## config.mk

```make
export PLATFORM = sky130hd
export DESIGN_NAME = mcr_main_clock_time_base
export DESIGN_NICKNAME = d
export VERILOG_FILES = /design/src/common/mcr_pkg.sv /design/src/hdl/mcr_main_clock_time_base.sv
export VERILOG_INCLUDE_DIRS = /design/src /design/src/common
export SDC_FILE = /design/constraint.sdc
export NUM_CORES = 1
export LEC_CHECK = 0
export ABC_AREA = 0
export BUFFER_PORTS_ARGS = -buffer_cell sky130_fd_sc_hd__buf_4
export CORE_MARGIN = 2
export CORE_UTILIZATION = 30
export DETAILED_ROUTE_END_ITERATION = 12
export PLACE_DENSITY = 0.5
export SETUP_SLACK_MARGIN = 0.05
export SKIP_LAST_GASP = 1
export SLEW_MARGIN = 30
export SYNTH_ARGS = -nofsm -noshare
export SYNTH_HDL_FRONTEND = slang
export SYNTH_SLANG_ARGS = --single-unit
```

## constraint.sdc

```tcl
create_clock -name clk -period 4.2 [get_ports clk]
set_input_delay 0.63 -clock clk [delete_from_list [all_inputs] [get_ports clk]]
set_output_delay 0.63 -clock clk [all_outputs]
set_load 0.03 [all_outputs]
```

## src/common/mcr_defs.svh

```systemverilog
// constants for the main clock time base block: offsets, fields, counts
// assumes a 32-bit classic wishbone bus with byte addresses
`ifndef MCR_DEFS_SVH
`define MCR_DEFS_SVH
// ==================================================
// register map
`define MCR_IDX_CCS 8'h2E
`define MCR_ADDR_CCS 10'h0B8
`define MCR_IDX_IRQ 8'h2F
`define MCR_ADDR_IRQ 10'h0BC
`define MCR_IDX_MASK 8'h30
`define MCR_ADDR_MASK 10'h0C0
`define MCR_IDX_PWR 8'h31
`define MCR_ADDR_PWR 10'h0C4
// ==================================================
// fields of the control/status register
`define MCR_BIT_OUTEN 7
`define MCR_BIT_SLOW 4
`define MCR_BIT_PSEL_HI 3
`define MCR_BIT_PSEL_LO 2
`define MCR_BIT_IRQEN 1
`define MCR_BIT_FLAG 0
`define MCR_CCS_RESET 8'h00
`define MCR_CCS_WMASK 8'hFE
// ==================================================
// time base periods in oscillator cycles
`define MCR_PER0 18'h03E80
`define MCR_PER1 18'h07D00
`define MCR_PER2 18'h13880
`define MCR_PER3 18'h30D40
`endif

```

## src/common/mcr_pkg.sv

```systemverilog
// types of the main clock time base block
// assumes nothing beyond the defs header values
package mcr_pkg;
   // power mode requested by the core
   typedef enum logic [3:0] {
      MCR_RUN = 4'h1,
      MCR_WAIT = 4'h2,
      MCR_TIMED_HALT = 4'h4,
      MCR_FULL_HALT = 4'h8
   } mcr_mode_type;
   // whole block state
   typedef struct packed {
      logic [7:0] ccs;
      logic [17:0] baseCnt;
      logic [1:0] activeSel;
      logic [3:0] divCnt;
      logic coreClk;
      logic ackQ;
      logic [31:0] datQ;
      logic wakeSticky;
      logic [1:0] stickyIrq;
      logic [1:0] maskIrq;
      mcr_mode_type mode;
      logic haltSync1;
      logic haltSync2;
      logic wakeSync1;
      logic wakeSync2;
   } mcr_state_type;
endpackage

```

## src/hdl/mcr_main_clock_time_base.sv

```systemverilog
// main clock controller with periodic time base, wishbone slave
// assumes clk is the oscillator clock; halt and wake pins asynchronous
//
// Notes on behaviour
// slow mode divides core clock 2..16
// clock-out enable drives oscillator clock out
// period select sets 16k..200k cycle periods
// new period applies after current ends
// flag set on period end, read clears
// interrupt requested only while enable set; irq still signals period end with enable clear when maskIrq bit0 set
// halt with enable set gives timed halt
// timed halt: counter runs, registers frozen, wakes
// wait mode: block runs, interrupt wakes
// full halt freezes counter and registers, wakes only on other wake
// control/status register resets to zero
// software avoids read-modify-write bit instructions
// divider, clock out, counter work independently
// request held while flag and enable set
`include "mcr_defs.svh"
`timescale 1ns/10ps
module mcr_main_clock_time_base #(
   parameter int PER0 = 16000,
   parameter int PER1 = 32000,
   parameter int PER2 = 80000,
   parameter int PER3 = 200000
) (
   // clock and reset
   input wire logic clk,
   input wire logic rst_n,
   // wishbone slave
   input wire logic cyc_i,
   input wire logic stb_i,
   input wire logic we_i,
   input wire logic [9:0] adr_i,
   input wire logic [3:0] sel_i,
   input wire logic [31:0] dat_i,
   output logic [31:0] dat_o,
   output logic ack_o,
   // core power control
   input wire logic haltReq,
   input wire logic waitReq,
   input wire logic otherWake,
   output logic coreClock,
   output logic wakeUp,
   output logic timedHalt,
   // pin and interrupts
   output logic clockOutPin,
   output logic clockOutEnable,
   output logic periodIrq,
   output logic irq
);
   // ==================================================
   // state
   mcr_pkg::mcr_state_type state_reg;
   mcr_pkg::mcr_state_type state_next;
   logic access;
   logic endPeriod;
   logic frozenRegs;
   logic frozenCnt;
   logic [17:0] perLen;

   // period length for a selection
   function automatic logic [17:0] periodOf(input logic [1:0] s);
      logic [17:0] r;
      r = 18'(PER0);
      unique case (s)
         2'b00: r = 18'(PER0);
         2'b01: r = 18'(PER1);
         2'b10: r = 18'(PER2);
         2'b11: r = 18'(PER3);
      endcase
      return r;
   endfunction

   // divide ratio half-count for slow mode: 1,2,4,8
   function automatic logic [3:0] halfOf(input logic [1:0] s);
      return 4'(4'h1 << s);
   endfunction

   // ==================================================
   // next state
   always_comb begin
      state_next = state_reg;
      access = cyc_i && stb_i && !state_reg.ackQ;
      perLen = periodOf(state_reg.activeSel);
      // registers frozen in any halt, counter only in full halt
      frozenRegs = state_reg.mode != mcr_pkg::MCR_RUN && state_reg.mode != mcr_pkg::MCR_WAIT;
      frozenCnt = state_reg.mode == mcr_pkg::MCR_FULL_HALT;
      endPeriod = !frozenCnt && state_reg.baseCnt == perLen - 18'h00001;
      // input synchronisers
      state_next.haltSync1 = haltReq;
      state_next.haltSync2 = state_reg.haltSync1;
      state_next.wakeSync1 = otherWake;
      state_next.wakeSync2 = state_reg.wakeSync1;
      // time base counter, runs regardless of divider or clock out
      if (!frozenCnt) begin
         if (endPeriod) begin
            state_next.baseCnt = 18'h00000;
            state_next.activeSel = state_reg.ccs[`MCR_BIT_PSEL_HI:`MCR_BIT_PSEL_LO];
         end else begin
            state_next.baseCnt = state_reg.baseCnt + 18'h00001;
         end
      end
      // core clock divider
      if (!state_reg.ccs[`MCR_BIT_SLOW]) begin
         state_next.divCnt = 4'h0;
         state_next.coreClk = 1'b0;
      end else if (state_reg.divCnt + 4'h1 >= halfOf(state_reg.ccs[6:5])) begin
         state_next.divCnt = 4'h0;
         state_next.coreClk = !state_reg.coreClk;
      end else begin
         state_next.divCnt = state_reg.divCnt + 4'h1;
      end
      // wishbone access, one wait state then ack
      state_next.ackQ = access;
      state_next.datQ = 32'h00000000;
      if (access && !we_i) begin
         unique case (adr_i)
            `MCR_ADDR_CCS: state_next.datQ = {24'h000000, state_reg.ccs};
            `MCR_ADDR_IRQ: state_next.datQ = {30'h0, state_reg.stickyIrq};
            `MCR_ADDR_MASK: state_next.datQ = {30'h0, state_reg.maskIrq};
            `MCR_ADDR_PWR: state_next.datQ = {28'h0, state_reg.mode};
            default: state_next.datQ = 32'h00000000;
         endcase
      end
      // register writes, ignored while frozen
      if (access && we_i && sel_i[0] && !frozenRegs) begin
         if (adr_i == `MCR_ADDR_CCS)
            state_next.ccs = (dat_i[7:0] & `MCR_CCS_WMASK)
               | (state_reg.ccs & ~`MCR_CCS_WMASK);
         if (adr_i == `MCR_ADDR_IRQ)
            state_next.stickyIrq = state_reg.stickyIrq & ~dat_i[1:0];
         if (adr_i == `MCR_ADDR_MASK)
            state_next.maskIrq = dat_i[1:0];
      end
      // read of control/status clears flag, a new event wins
      if (access && !we_i && adr_i == `MCR_ADDR_CCS)
         state_next.ccs[`MCR_BIT_FLAG] = 1'b0;
      // the event still latches in timed halt, so the wake there has a visible cause
      if (endPeriod)
         state_next.ccs[`MCR_BIT_FLAG] = 1'b1;
      // sticky events: bit0 period end, bit1 wake
      if (endPeriod)
         state_next.stickyIrq[0] = 1'b1;
      // power mode
      unique case (state_reg.mode)
         mcr_pkg::MCR_RUN: begin
            if (state_reg.haltSync2)
               state_next.mode = state_reg.ccs[`MCR_BIT_IRQEN] ? mcr_pkg::MCR_TIMED_HALT
                  : mcr_pkg::MCR_FULL_HALT;
            else if (waitReq)
               state_next.mode = mcr_pkg::MCR_WAIT;
         end
         mcr_pkg::MCR_WAIT: begin
            if (endPeriod && state_reg.ccs[`MCR_BIT_IRQEN] || state_reg.wakeSync2)
               state_next.mode = mcr_pkg::MCR_RUN;
         end
         mcr_pkg::MCR_TIMED_HALT: begin
            if (endPeriod || state_reg.wakeSync2)
               state_next.mode = mcr_pkg::MCR_RUN;
         end
         mcr_pkg::MCR_FULL_HALT: begin
            if (state_reg.wakeSync2)
               state_next.mode = mcr_pkg::MCR_RUN;
         end
         default: state_next.mode = mcr_pkg::MCR_RUN;
      endcase
      state_next.wakeSticky = state_reg.mode != mcr_pkg::MCR_RUN
         && state_next.mode == mcr_pkg::MCR_RUN;
      if (state_next.wakeSticky)
         state_next.stickyIrq[1] = 1'b1;
   end

   // ==================================================
   // state register
   always_ff @(posedge clk or negedge rst_n) begin
      if (!rst_n) begin
         state_reg <= '0;
         state_reg.ccs <= `MCR_CCS_RESET;
         state_reg.mode <= mcr_pkg::MCR_RUN;
      end else begin
         state_reg <= state_next;
      end
   end

   // ==================================================
   // outputs
   assign dat_o = state_reg.datQ;
   assign ack_o = state_reg.ackQ;
   // core clock: oscillator clock or divided
   assign coreClock = state_reg.ccs[`MCR_BIT_SLOW] ? state_reg.coreClk : clk;
   assign clockOutEnable = state_reg.ccs[`MCR_BIT_OUTEN];
   assign clockOutPin = state_reg.ccs[`MCR_BIT_OUTEN] & clk;
   // level request while flag and enable set
   assign periodIrq = state_reg.ccs[`MCR_BIT_FLAG] & state_reg.ccs[`MCR_BIT_IRQEN];
   assign wakeUp = state_reg.wakeSticky;
   assign timedHalt = state_reg.mode == mcr_pkg::MCR_TIMED_HALT;
   assign irq = |(state_reg.stickyIrq & state_reg.maskIrq);
endmodule // mcr_main_clock_time_base

```

==> flow_metrics.env <==
export IMPL_syn_inst=300
export IMPL_synthArstFlopShare_pct=100
export IMPL_p_sw_share_pct=33.7
export IMPL_cellPowerDensity_mw_per_mm2=409
export IMPL_grt_max_degree=56
export IMPL_arrival_ns=2.76
export IMPL_finalWeightedCongestion=0.797
export IMPL_num_rows=37
export IMPL_largest_reg_flops=42
export IMPL_drc=0
export IMPL_finalHoldViolations=0
export IMPL_outcome="completed"
export IMPL_multi_input_comb_area_mm2=0.00150
export IMPL_path_clk_slew_ns=0.10
export IMPL_drt_total_wl_mm=6.40
export IMPL_placed_cells=461
export IMPL_n_fill_cell=1057
export IMPL_grt_pass1_vias=2272
export IMPL_switchingPower_mw=0.486
export IMPL_power_frac_comb_pct=22.1
export IMPL_initial_utilization_pct=30.5
export IMPL_relSlewSlack_pct=42.7
export IMPL_cp_max_fo=2
export IMPL_ant_nets=0
export IMPL_register_area_mm2=0.00138
export IMPL_tightest_slew_ns=0.848
export IMPL_die_y_um=106
export IMPL_fin_hold_ws_ns=0.267
export IMPL_grt_pass1_wl_mm=11.2
export IMPL_layout_common_cells="54 x dfrtp_1, 42 x buf_4, 24 x conb_1"
export IMPL_rsz0062_at_grt="no"
export IMPL_antenna_found_initial=0
export IMPL_core_mm2=0.0102
export IMPL_drive_gt1_share_pct=22.8
export IMPL_design_die_area_mm2=0.0112
export IMPL_io_pins=94
export IMPL_vias_per_cell=4.68
export IMPL_internal_power_mw=0.956
export IMPL_first_iter_violations=71
export IMPL_ys_flop_type="dfrtp_1"
export IMPL_fin_tns_setup_ns=0
export IMPL_post_cts_resized=0
export IMPL_firstDrtPassIters=4
export IMPL_ir_drop_uv=270
export IMPL_vias=2219
export IMPL_clkPwrFrac_pct=30.9
export IMPL_final_area_mm2=0.00353
export IMPL_required_ns=3.57
export IMPL_yosys_register_bits=55
export IMPL_drv_cap=0
export IMPL_clock_latency_ns=0.41
export IMPL_num_antenna_cells=0
export IMPL_start_kind="clock port"
export IMPL_netlist_top_cell_by_area="dfrtp_1"
export IMPL_ys_seq_area_share_pct=44.3
export IMPL_dp_hpwl_mm=4.55
export IMPL_placedInstanceArea_mm2=0.00339
export IMPL_fin_nets=396
export IMPL_syn2layout_area_growth_pct=13.7
export IMPL_syn_cell_area_mm2=0.00311
export IMPL_hold_class="input port to async pin"
export IMPL_grt_overflow=0
export IMPL_cts_hold_fix_buffers=0
export IMPL_chipWidth_um=106
export IMPL_seq_power_share_pct=46.9
export IMPL_critPathCaptureType="primary output"
export IMPL_setup_violations=0
export IMPL_syn_area_per_cell_um2=10.4
export IMPL_grt_use_total_pct=12.7
export IMPL_io_buffers=42
export IMPL_yosysUniqueCellTypes=59
export IMPL_yosys_top_cells_area="dfrtp_1 43%, buf_4 7.7%, mux2_2 4.3%"
export IMPL_instances_no_fill=474
export IMPL_layout_setup_ws_ns=0.810
export IMPL_cts_tree="done"
export IMPL_yosysTopAreaCellShare_pct=43.5
export IMPL_criticalPathCategory="clock port to primary output"
export IMPL_drv_slew=0
export IMPL_dp_slack_ns=1.07
export IMPL_p_leak_nw=1.64
export IMPL_ys_warn_count=0
export IMPL_wl_per_cell_um=13.5
export IMPL_final_common_cell="dfrtp_1"
export IMPL_finClkSkew_ns=0.00467
export IMPL_synth_edf_count=0
export IMPL_cts_setup_buffers=0
metal layers:
layer | global-route usage (%) | share of wire, %
met3 | 2.84 | 3.4
met2 | 19.4 | 46
met1 | 16.7 | 48
met5 | 0 | 0
met4 | 6.48 | 2.4
power groups by stage:
stage                     clock network, mW  logic, mW  registers (mW)
after floorplan                      0.0312      0.288           0.650
after global placement               0.0447      0.319           0.685
after detailed placement             0.0447      0.322           0.687
after CTS                             0.465      0.324           0.677
after global routing                  0.493      0.363           0.691
final                                 0.446      0.319           0.677
through the flow:
step           power [mW]  utilization (%)
6_report             1.44             34.7
5_1_grt              1.55             34.7
4_1_cts              1.47             34.7
3_5_place_dp         1.05             33.3
3_3_place_gp         1.05             33.3
2_1_floorplan       0.969                -
critical path, stage by stage:
cell,delay (ns)
clkbuf_8,0.12
clkbuf_8,0.12
mux2_2,0.26
buf_4,0.17
cells by family (layout without fill, tap and decap cells):
family,count (synthesis),after routing,synth area share [%]
flip-flops,55,55,44.3
AND/OR/NAND/NOR,121,121,23.2
adder cells (fa/ha/maj),6,6,2.42
XOR/XNOR,15,15,4.23
buffers and inverters,47,62,10.2
multiplexers,14,14,5.07
AO/OA/AOI/OAI,41,41,10.4
other,1,24,0.121
area by class of cell:
| cell class | instances | share of cell area [%] |
|---|---|---|
| multi-input cells | 221 | 42.4 |
| clock buffers | 14 | 4.25 |
| repair buffers | 40 | 8.50 |
| well taps | 136 | 4.82 |
| inverters | 7 | 0.744 |
| flip-flops and latches | 55 | 39.0 |
| clock inverters | 1 | 0.248 |
final timing paths:
path / from / end / slack, ns / depth (start not counted)
setup / recovery: clk / coreClock / 0.81 / 4
hold reg to reg: state_next[2]$_DFF_PN0_ / state_reg[2]$_DFF_PN0_ / 0.36 / 0
min in group clk: haltReq / state_next[2]$_DFF_PN0_ / 0.32 / 1
setup reg to reg: state_reg[4]$_DFF_PN1_ / state_reg[51]$_DFFE_PN0P_ / 1.81 / 4
max in group asynchronous: rst_n / state_reg[59]$_DFFE_PN0P_ / 3.46 / 1
hold / removal: rst_n / state_reg[64]$_DFFE_PN0P_ / 0.27 / 1
synthesized netlist by cell type (4+ instances only):
master     n
a21o_1     4
and2_1     6
and3_1     8
buf_2      5
buf_4     32
dfrtp_1   54
ha_1       6
inv_1      7
mux2_2    12
nand2_1   16
nand2b_1   6
nand3_1   12
nand3b_1   5
nand4_1    5
nor2_1    21
nor2b_1    9
nor3_1     6
nor4b_1    6
o21ai_0    7
xnor2_1    9
xor2_1     6
Note: power is estimated with default switching activity, not from simulation.
